$ cat src/core/sgr_pkg.sv
// package: offsets, field positions and reset values of the error-mask and pin dword
package sgr_pkg;

  // ---------------------------------------------------------------
  // configuration space location
  // ---------------------------------------------------------------
  localparam logic [7:0] SGR_CFG_OFFSET     = 8'h64;
  localparam int         SGR_PIN_COUNT      = 4;

  // ---------------------------------------------------------------
  // field positions inside the dword
  // ---------------------------------------------------------------
  localparam int SGR_MASK_LSB       = 0;
  localparam int SGR_DATA_CLR_LSB   = 8;
  localparam int SGR_DATA_SET_LSB   = 12;
  localparam int SGR_OE_CLR_LSB     = 16;
  localparam int SGR_OE_SET_LSB     = 20;
  localparam int SGR_PIN_LVL_LSB    = 24;

  // mask bit positions; the no-read-data and delayed-write events take two each
  localparam int SGR_MB_RD_NODATA_A = 1;
  localparam int SGR_MB_WR_NODLV_A  = 2;
  localparam int SGR_MB_TGT_ABORT   = 3;
  localparam int SGR_MB_MST_ABORT   = 4;
  localparam int SGR_MB_WR_NODLV_B  = 5;
  localparam int SGR_MB_RD_NODATA_B = 6;

  // ---------------------------------------------------------------
  // reset values and reserved bits
  // ---------------------------------------------------------------
  localparam logic [7:0] SGR_MASK_RST       = 8'h00;
  localparam logic [7:0] SGR_MASK_WRITABLE  = 8'h7e;
  localparam logic [3:0] SGR_FIELD_RST      = 4'h0;
  localparam logic [3:0] SGR_PIN_DATA_RST   = 4'h0;
  localparam logic [3:0] SGR_PIN_OE_RST     = 4'h0;
  localparam logic [2:0] SGR_SYNC_RST       = 3'h0;

endpackage

$ cat src/core/sgr_pin_if.sv
// interface: set and clear strobes from the register bank to the pin unit
`timescale 1ns/1ps
`default_nettype none
interface sgr_pin_if;
  logic [3:0] data_set;
  logic [3:0] data_clr;
  logic [3:0] oe_set;
  logic [3:0] oe_clr;
  logic [3:0] pin_lvl;

  modport reg_side (output data_set, output data_clr, output oe_set, output oe_clr,
                    input pin_lvl);
  modport pin_side (input data_set, input data_clr, input oe_set, input oe_clr,
                    output pin_lvl);
endinterface
`default_nettype wire

$ cat src/core/sgr_regs.sv
// module: error event mask and general-purpose pin dword of configuration space
`timescale 1ns/1ps
`default_nettype none
// How it works
// - error output asserts for an event only when unmasked and reporting enabled
// - mask bits 1 and 6 both gate the no-read-data event
// - mask bits 2 and 5 both gate the delayed-write non-delivery event
// - mask bit 3 gates target abort during posted write delivery
// - mask bit 4 gates master abort during posted write delivery
// - mask bits 0 and 7 read zero and reset to zero
// - writing one to a data-clear bit drives that pin low if enabled
// - writing one to a data-set bit, with that pin's data-clear bit zero, drives that pin high if enabled
// - input-only pins stay undriven whatever data is written
// - writing zero changes nothing; fields read last written value; reset zero
// - writing one to an enable-clear bit makes that pin input only
// - writing one to an enable-set bit, with that pin's enable-clear bit zero, turns on that pin's driver
// - lowest field bit acts on pin 0, highest on pin 3
module sgr_regs
  import sgr_pkg::*;
(
  input  wire logic        clk_sys_i,
  input  wire logic        rst_n_i,
  input  wire logic        cfg_wr_i,
  input  wire logic        cfg_rd_i,
  input  wire logic [7:0]  cfg_addr_i,
  input  wire logic [3:0]  cfg_be_i,
  input  wire logic [31:0] cfg_wdata_i,
  output logic      [31:0] cfg_rdata_o,
  output logic             cfg_rack_o,
  input  wire logic        error_report_enable_i,
  input  wire logic [6:1]  evt_i,
  output logic             primary_system_error_out_n_o,
  input  wire logic [3:0]  gpio_i,
  output logic      [3:0]  gpio_o,
  output logic      [3:0]  gpio_oe_n_o
);

  // ---------------------------------------------------------------
  // storage
  // ---------------------------------------------------------------
  logic [7:0]  mask;
  logic [3:0]  data_clr_f;
  logic [3:0]  data_set_f;
  logic [3:0]  oe_clr_f;
  logic [3:0]  oe_set_f;
  logic        hit;
  logic        wr_b0;
  logic        wr_b1;
  logic        wr_b2;
  logic [7:0]  evt_vec;
  logic        next_serr;
  logic [31:0] next_rdata;

  sgr_pin_if pin_bus ();

  assign hit   = (cfg_addr_i[7:2] == SGR_CFG_OFFSET[7:2]);
  assign wr_b0 = cfg_wr_i && hit && cfg_be_i[0];
  assign wr_b1 = cfg_wr_i && hit && cfg_be_i[1];
  assign wr_b2 = cfg_wr_i && hit && cfg_be_i[2];

  // ---------------------------------------------------------------
  // event mask byte
  // ---------------------------------------------------------------
  always_ff @(posedge clk_sys_i or negedge rst_n_i) begin
    if (!rst_n_i) begin
      mask <= SGR_MASK_RST;
    end else if (wr_b0) begin
      // reserved positions never store, so they always read zero
      mask <= cfg_wdata_i[SGR_MASK_LSB +: 8] & SGR_MASK_WRITABLE;
    end
  end

  // ---------------------------------------------------------------
  // set and clear fields, kept as last written for readback
  // ---------------------------------------------------------------
  always_ff @(posedge clk_sys_i or negedge rst_n_i) begin
    if (!rst_n_i) begin
      data_clr_f <= SGR_FIELD_RST;
      data_set_f <= SGR_FIELD_RST;
      oe_clr_f   <= SGR_FIELD_RST;
      oe_set_f   <= SGR_FIELD_RST;
    end else begin
      if (wr_b1) begin
        data_clr_f <= cfg_wdata_i[SGR_DATA_CLR_LSB +: 4];
        data_set_f <= cfg_wdata_i[SGR_DATA_SET_LSB +: 4];
      end
      if (wr_b2) begin
        oe_clr_f <= cfg_wdata_i[SGR_OE_CLR_LSB +: 4];
        oe_set_f <= cfg_wdata_i[SGR_OE_SET_LSB +: 4];
      end
    end
  end

  // strobes last one cycle; a zero bit leaves the pin state alone
  assign pin_bus.data_clr = wr_b1 ? cfg_wdata_i[SGR_DATA_CLR_LSB +: 4] : 4'h0;
  assign pin_bus.data_set = wr_b1 ? cfg_wdata_i[SGR_DATA_SET_LSB +: 4] : 4'h0;
  assign pin_bus.oe_clr   = wr_b2 ? cfg_wdata_i[SGR_OE_CLR_LSB +: 4] : 4'h0;
  assign pin_bus.oe_set   = wr_b2 ? cfg_wdata_i[SGR_OE_SET_LSB +: 4] : 4'h0;

  sgr_pin_unit u_pins (
    .clk_sys_i   (clk_sys_i),
    .rst_n_i     (rst_n_i),
    .ctl         (pin_bus.pin_side),
    .gpio_i      (gpio_i),
    .gpio_o      (gpio_o),
    .gpio_oe_n_o (gpio_oe_n_o)
  );

  // ---------------------------------------------------------------
  // system error output
  // ---------------------------------------------------------------
  // two mask positions name the same event twice; either one suppresses it
  always_comb begin
    evt_vec    = 8'h00;
    evt_vec[SGR_MB_RD_NODATA_A] = evt_i[SGR_MB_RD_NODATA_A] & ~mask[SGR_MB_RD_NODATA_B];
    evt_vec[SGR_MB_RD_NODATA_B] = evt_i[SGR_MB_RD_NODATA_B] & ~mask[SGR_MB_RD_NODATA_A];
    evt_vec[SGR_MB_WR_NODLV_A]  = evt_i[SGR_MB_WR_NODLV_A] & ~mask[SGR_MB_WR_NODLV_B];
    evt_vec[SGR_MB_WR_NODLV_B]  = evt_i[SGR_MB_WR_NODLV_B] & ~mask[SGR_MB_WR_NODLV_A];
    evt_vec[SGR_MB_TGT_ABORT]   = evt_i[SGR_MB_TGT_ABORT];
    evt_vec[SGR_MB_MST_ABORT]   = evt_i[SGR_MB_MST_ABORT];
    next_serr  = error_report_enable_i && (|(evt_vec & ~mask));
  end

  always_ff @(posedge clk_sys_i or negedge rst_n_i) begin
    if (!rst_n_i) begin
      primary_system_error_out_n_o <= 1'b1;
    end else begin
      primary_system_error_out_n_o <= ~next_serr;
    end
  end

  // ---------------------------------------------------------------
  // read path
  // ---------------------------------------------------------------
  always_comb begin
    next_rdata = 32'h0000_0000;
    if (hit) begin
      next_rdata[SGR_MASK_LSB +: 8]     = mask;
      next_rdata[SGR_DATA_CLR_LSB +: 4] = data_clr_f;
      next_rdata[SGR_DATA_SET_LSB +: 4] = data_set_f;
      next_rdata[SGR_OE_CLR_LSB +: 4]   = oe_clr_f;
      next_rdata[SGR_OE_SET_LSB +: 4]   = oe_set_f;
      next_rdata[SGR_PIN_LVL_LSB +: 4]  = pin_bus.pin_lvl;
    end
  end

  always_ff @(posedge clk_sys_i or negedge rst_n_i) begin
    if (!rst_n_i) begin
      cfg_rdata_o <= 32'h0000_0000;
      cfg_rack_o  <= 1'b0;
    end else begin
      cfg_rack_o <= cfg_rd_i;
      if (cfg_rd_i) begin
        cfg_rdata_o <= next_rdata;
      end
    end
  end
endmodule
`default_nettype wire

$ cat src/core/sgr_pin_unit.sv
// module: four general-purpose pins with data and enable state and input synchroniser
`timescale 1ns/1ps
`default_nettype none
module sgr_pin_unit
  import sgr_pkg::*;
(
  input  wire logic       clk_sys_i,
  input  wire logic       rst_n_i,
  sgr_pin_if.pin_side     ctl,
  input  wire logic [3:0] gpio_i,
  output logic      [3:0] gpio_o,
  output logic      [3:0] gpio_oe_n_o
);

  logic [3:0] pin_data;
  logic [3:0] pin_oe_n;
  logic [2:0] sync [SGR_PIN_COUNT];
  logic [3:0] pin_lvl;

  // ---------------------------------------------------------------
  // per-pin state
  // ---------------------------------------------------------------
  // the clear is applied last so it wins over a set of the same bit
  always_ff @(posedge clk_sys_i or negedge rst_n_i) begin
    if (!rst_n_i) begin
      pin_data <= SGR_PIN_DATA_RST;
      pin_oe_n <= ~SGR_PIN_OE_RST;
    end else begin
      pin_data <= (pin_data | ctl.data_set) & ~ctl.data_clr;
      // enable kept active low in the flop so the pin sees no gate after it
      pin_oe_n <= (pin_oe_n & ~ctl.oe_set) | ctl.oe_clr;
    end
  end

  assign gpio_o      = pin_data;
  // input-only pins keep their driver off whatever data is held
  assign gpio_oe_n_o = pin_oe_n;

  // ---------------------------------------------------------------
  // pin level synchroniser
  // ---------------------------------------------------------------
  genvar g;
  for (g = 0; g < SGR_PIN_COUNT; g++) begin : g_sync
    always_ff @(posedge clk_sys_i or negedge rst_n_i) begin
      if (!rst_n_i) begin
        sync[g]    <= SGR_SYNC_RST;
        pin_lvl[g] <= 1'b0;
      end else begin
        sync[g] <= {sync[g][1:0], gpio_i[g]};
        if (sync[g][1] == sync[g][2]) begin
          pin_lvl[g] <= sync[g][2];
        end
      end
    end
  end

  assign ctl.pin_lvl = pin_lvl;

endmodule
`default_nettype wire

$ cat config.mk
export PLATFORM = sky130hd
export DESIGN_NAME = sgr_regs
export DESIGN_NICKNAME = d
export VERILOG_FILES = /design/src/core/sgr_pkg.sv /design/src/core/sgr_pin_if.sv /design/src/core/sgr_regs.sv /design/src/core/sgr_pin_unit.sv
export SDC_FILE = /design/constraint.sdc
export NUM_CORES = 1
export LEC_CHECK = 0
export ABC_AREA = 1
export ABC_CLOCK_PERIOD_IN_PS = 1950
export BUFFER_PORTS_ARGS = -buffer_cell sky130_fd_sc_hd__buf_4
export CAP_MARGIN = 20
export CORE_MARGIN = 2
export CORE_UTILIZATION = 31
export DETAILED_ROUTE_END_ITERATION = 10
export GPL_TIMING_DRIVEN = 1
export SLEW_MARGIN = 20
export SYNTH_ARGS = -nofsm -noshare
export SYNTH_HDL_FRONTEND = slang
export SYNTH_SLANG_ARGS = --single-unit
$ cat constraint.sdc
create_clock -name clk_sys_i -period 1.95 [get_ports clk_sys_i]
set_input_delay 0.0975 -clock clk_sys_i [delete_from_list [all_inputs] [get_ports clk_sys_i]]
set_output_delay 0.0975 -clock clk_sys_i [all_outputs]
set_load 0.03 [all_outputs]
==> flow_metrics.env <==
export IMPL_p_total_w=0.00353
export IMPL_viasPerCell=4.46
export IMPL_post_place_ws_ns=0.548
export IMPL_ys_seq_area_share_pct=64.5
export IMPL_setup_tns_ns=0
export IMPL_grt_start_max_net_pins=75
export IMPL_end_kind="flip-flop"
export IMPL_slew_viol_final=0
export IMPL_dr_pass1_iters=4
export IMPL_final_cells=484
export IMPL_fillers=877
export IMPL_clk_pin_slew_ns=0.08
export IMPL_ys_seq_elements=74
export IMPL_clock_fmax_mhz=643
export IMPL_layout_commonest_cell="buf_4"
export IMPL_power_density_nw_per_um2=891
export IMPL_cts_root_buffer="clkbuf_8"
export IMPL_die_width_um=100
export IMPL_regArea_um2=1860
export IMPL_finish_net_count=429
export IMPL_clkSinkCount=74
export IMPL_status="completed"
export IMPL_core_um2=9110
export IMPL_avgSynthCellArea_um2=10.6
export IMPL_multi_input_area_um2=828
export IMPL_synth_distinct_cells=24
export IMPL_layout_drive_gt1_share_pct=31.4
export IMPL_track_usage_pct=13.0
export IMPL_hpwl_um=4400
export IMPL_synthToLayoutAreaGrowth_pct=37.5
export IMPL_rows=35
export IMPL_worst_pin_slew_ns=0.914
export IMPL_syn_inst=272
export IMPL_htreeDepth=3
export IMPL_clk_insertion_delay_late_ns=0.33
export IMPL_wl_um=6220
export IMPL_worstSetupPathType="in -> reg"
export IMPL_syn_area_um2=2880
export IMPL_die_area_um2=10100
export IMPL_r2r_start="mask[4]"
export IMPL_drt_initial_drc_count=47
export IMPL_hold_class="in -> reg"
export IMPL_cts_buffers_inserted=9
export IMPL_relSlewSlack_pct=39.1
export IMPL_cp_start_kind="input pin"
export IMPL_fin_crit_ns=1.55
export IMPL_cts_tree="yes"
export IMPL_antenna_found_initial=0
export IMPL_cts_resized=0
export IMPL_drc=0
export IMPL_p_leak_nw=1.99
export IMPL_hold_viol=0
export IMPL_yosys_warnings=0
export IMPL_cts_buffer_depth=2
export IMPL_first_global_vias=2152
export IMPL_max_cap_violations=0
export IMPL_skew_ns=0.0103
export IMPL_final_cell_mix="buf_4, nand2_1, dfrtp_1, inv_1, o21ai_0"
export IMPL_worstPathRequired_ns=2.19
export IMPL_setup_viol=0
export IMPL_io_pins=101
export IMPL_num_antenna_cells=0
export IMPL_rsz0062_at_grt="no"
export IMPL_final_setup_worst_slack_ns=0.396
export IMPL_postCtsSetupRepairBufs=0
export IMPL_ir_worst_vdd_uv=339
export IMPL_dpl_cell_count=455
export IMPL_grt_pass1_wl_um=10200
export IMPL_gp_congestion=0.798
export IMPL_cp_startpoint="cfg_rd_i"
export IMPL_finalCritPeriodShare_pct=79.7
export IMPL_routedWlPerCell_um=12.8
export IMPL_crit_arrival_ns=1.80
export IMPL_critPathMaxFanout=21
export IMPL_postCtsHoldBufs=15
export IMPL_grt_overflow=0
export IMPL_io_buffer_count=81
export IMPL_antenna_left=0
export IMPL_hp_start="cfg_wdata_i[6]"
export IMPL_route_vias_total=2161
export IMPL_die_y_um=100
export IMPL_start_util_pct=31.6
## sequential cells by signal, summed over array words and instances (netlist names), 4 cells and up
name                count
cfg_rdata_o            26
data_clr_f              4
data_set_f              4
mask                    6
oe_clr_f                4
oe_set_f                4
u_pins.ctl.pin_lvl      4
u_pins.gpio_o           4
u_pins.gpio_oe_n_o      4
u_pins.sync            12
## critical path, cell delays in order
cell and delay, ns:
dlygate4sd3_1 0.53, buf_4 0.20, inv_1 0.45, buf_4 0.35
nand2_1 0.09, o31ai_1 0.07
## synthesized netlist by cell type, drive strengths merged
cell | n | share of area [%]
nand2 | 71 | 9.3
nor3 | 3 | 0.91
o21ai | 30 | 5.2
a21oi | 4 | 1.2
maj3 | 4 | 1.4
dfstp | 5 | 4.6
o31ai | 14 | 3.7
nor2 | 10 | 2.4
inv | 29 | 3.8
dfrtp | 69 | 60
nand3 | 15 | 3.7
nand4 | 1 | 0.22
clkbuf | 4 | 0.52
conb | 1 | 0.13
buf | 12 | 3.0
## through the flow
| stage | hold slack, ns | area, um^2 | utilization, % |
|---|---|---|---|
| after detailed placement | 0.208 | 3560 | 39.1 |
| after CTS | 0.00448 | 3960 | 43.5 |
| after global placement | 0.208 | 3560 | 39.1 |
| after global routing | 0.0234 | 3960 | 43.5 |
| final | 0.0142 | 3960 | 43.5 |
| after floorplan | -0.198 | 2900 | - |
## power breakdown
part	internal, W	switching (W)	leakage (nW)
logic	0.000150	0.000200	0.957
registers	0.00163	0.0000396	0.904
clock network	0.000968	0.000542	0.125
total	0.00275	0.000781	1.99
## layer usage
metal,vias to the layer above,routed length (um),part of all wire [%],track usage [%]
met4,0,98,1.6,5.06
li1,1056,-,-,-
met3,10,350,5.6,2.99
met5,-,0,0,0
met1,1033,2820,45,17.2
met2,62,2950,47,20.9
## kinds of logic after synthesis
family	Yosys count	synth area share (%)
and+or+nand+nor	100	16.5
DFF	74	64.5
AOI/OAI and AO/OA	48	10.1
buffers and inverters	45	7.34
adders and majority gates	4	1.39
other	1	0.130
## area by class of cell
| class | count | area share (%) |
|---|---|---|
| Sequential cell | 74 | 46.9 |
| Multi-Input combinational cell | 158 | 20.9 |
| Timing Repair Buffer | 98 | 19.5 |
| Tap cell | 111 | 3.51 |
| Clock inverter | 5 | 3.25 |
| Clock buffer | 9 | 3.13 |
| Inverter | 29 | 2.75 |
## path summary, 6_finish.rpt
path	end	slack [ns]	cells after the start
max	cfg_rdata_o[14]	0.40	6
min	mask[6]	0.01	3
max reg2reg	primary_system_error_out_n_o	1.07	4
min reg2reg	u_pins.sync[1]	0.35	0
max in group asynchronous	data_set_f[0]	0.91	2
min in group asynchronous	oe_clr_f[2]	0.42	2
No activity file was read; power rests on OpenSTA's default activity.
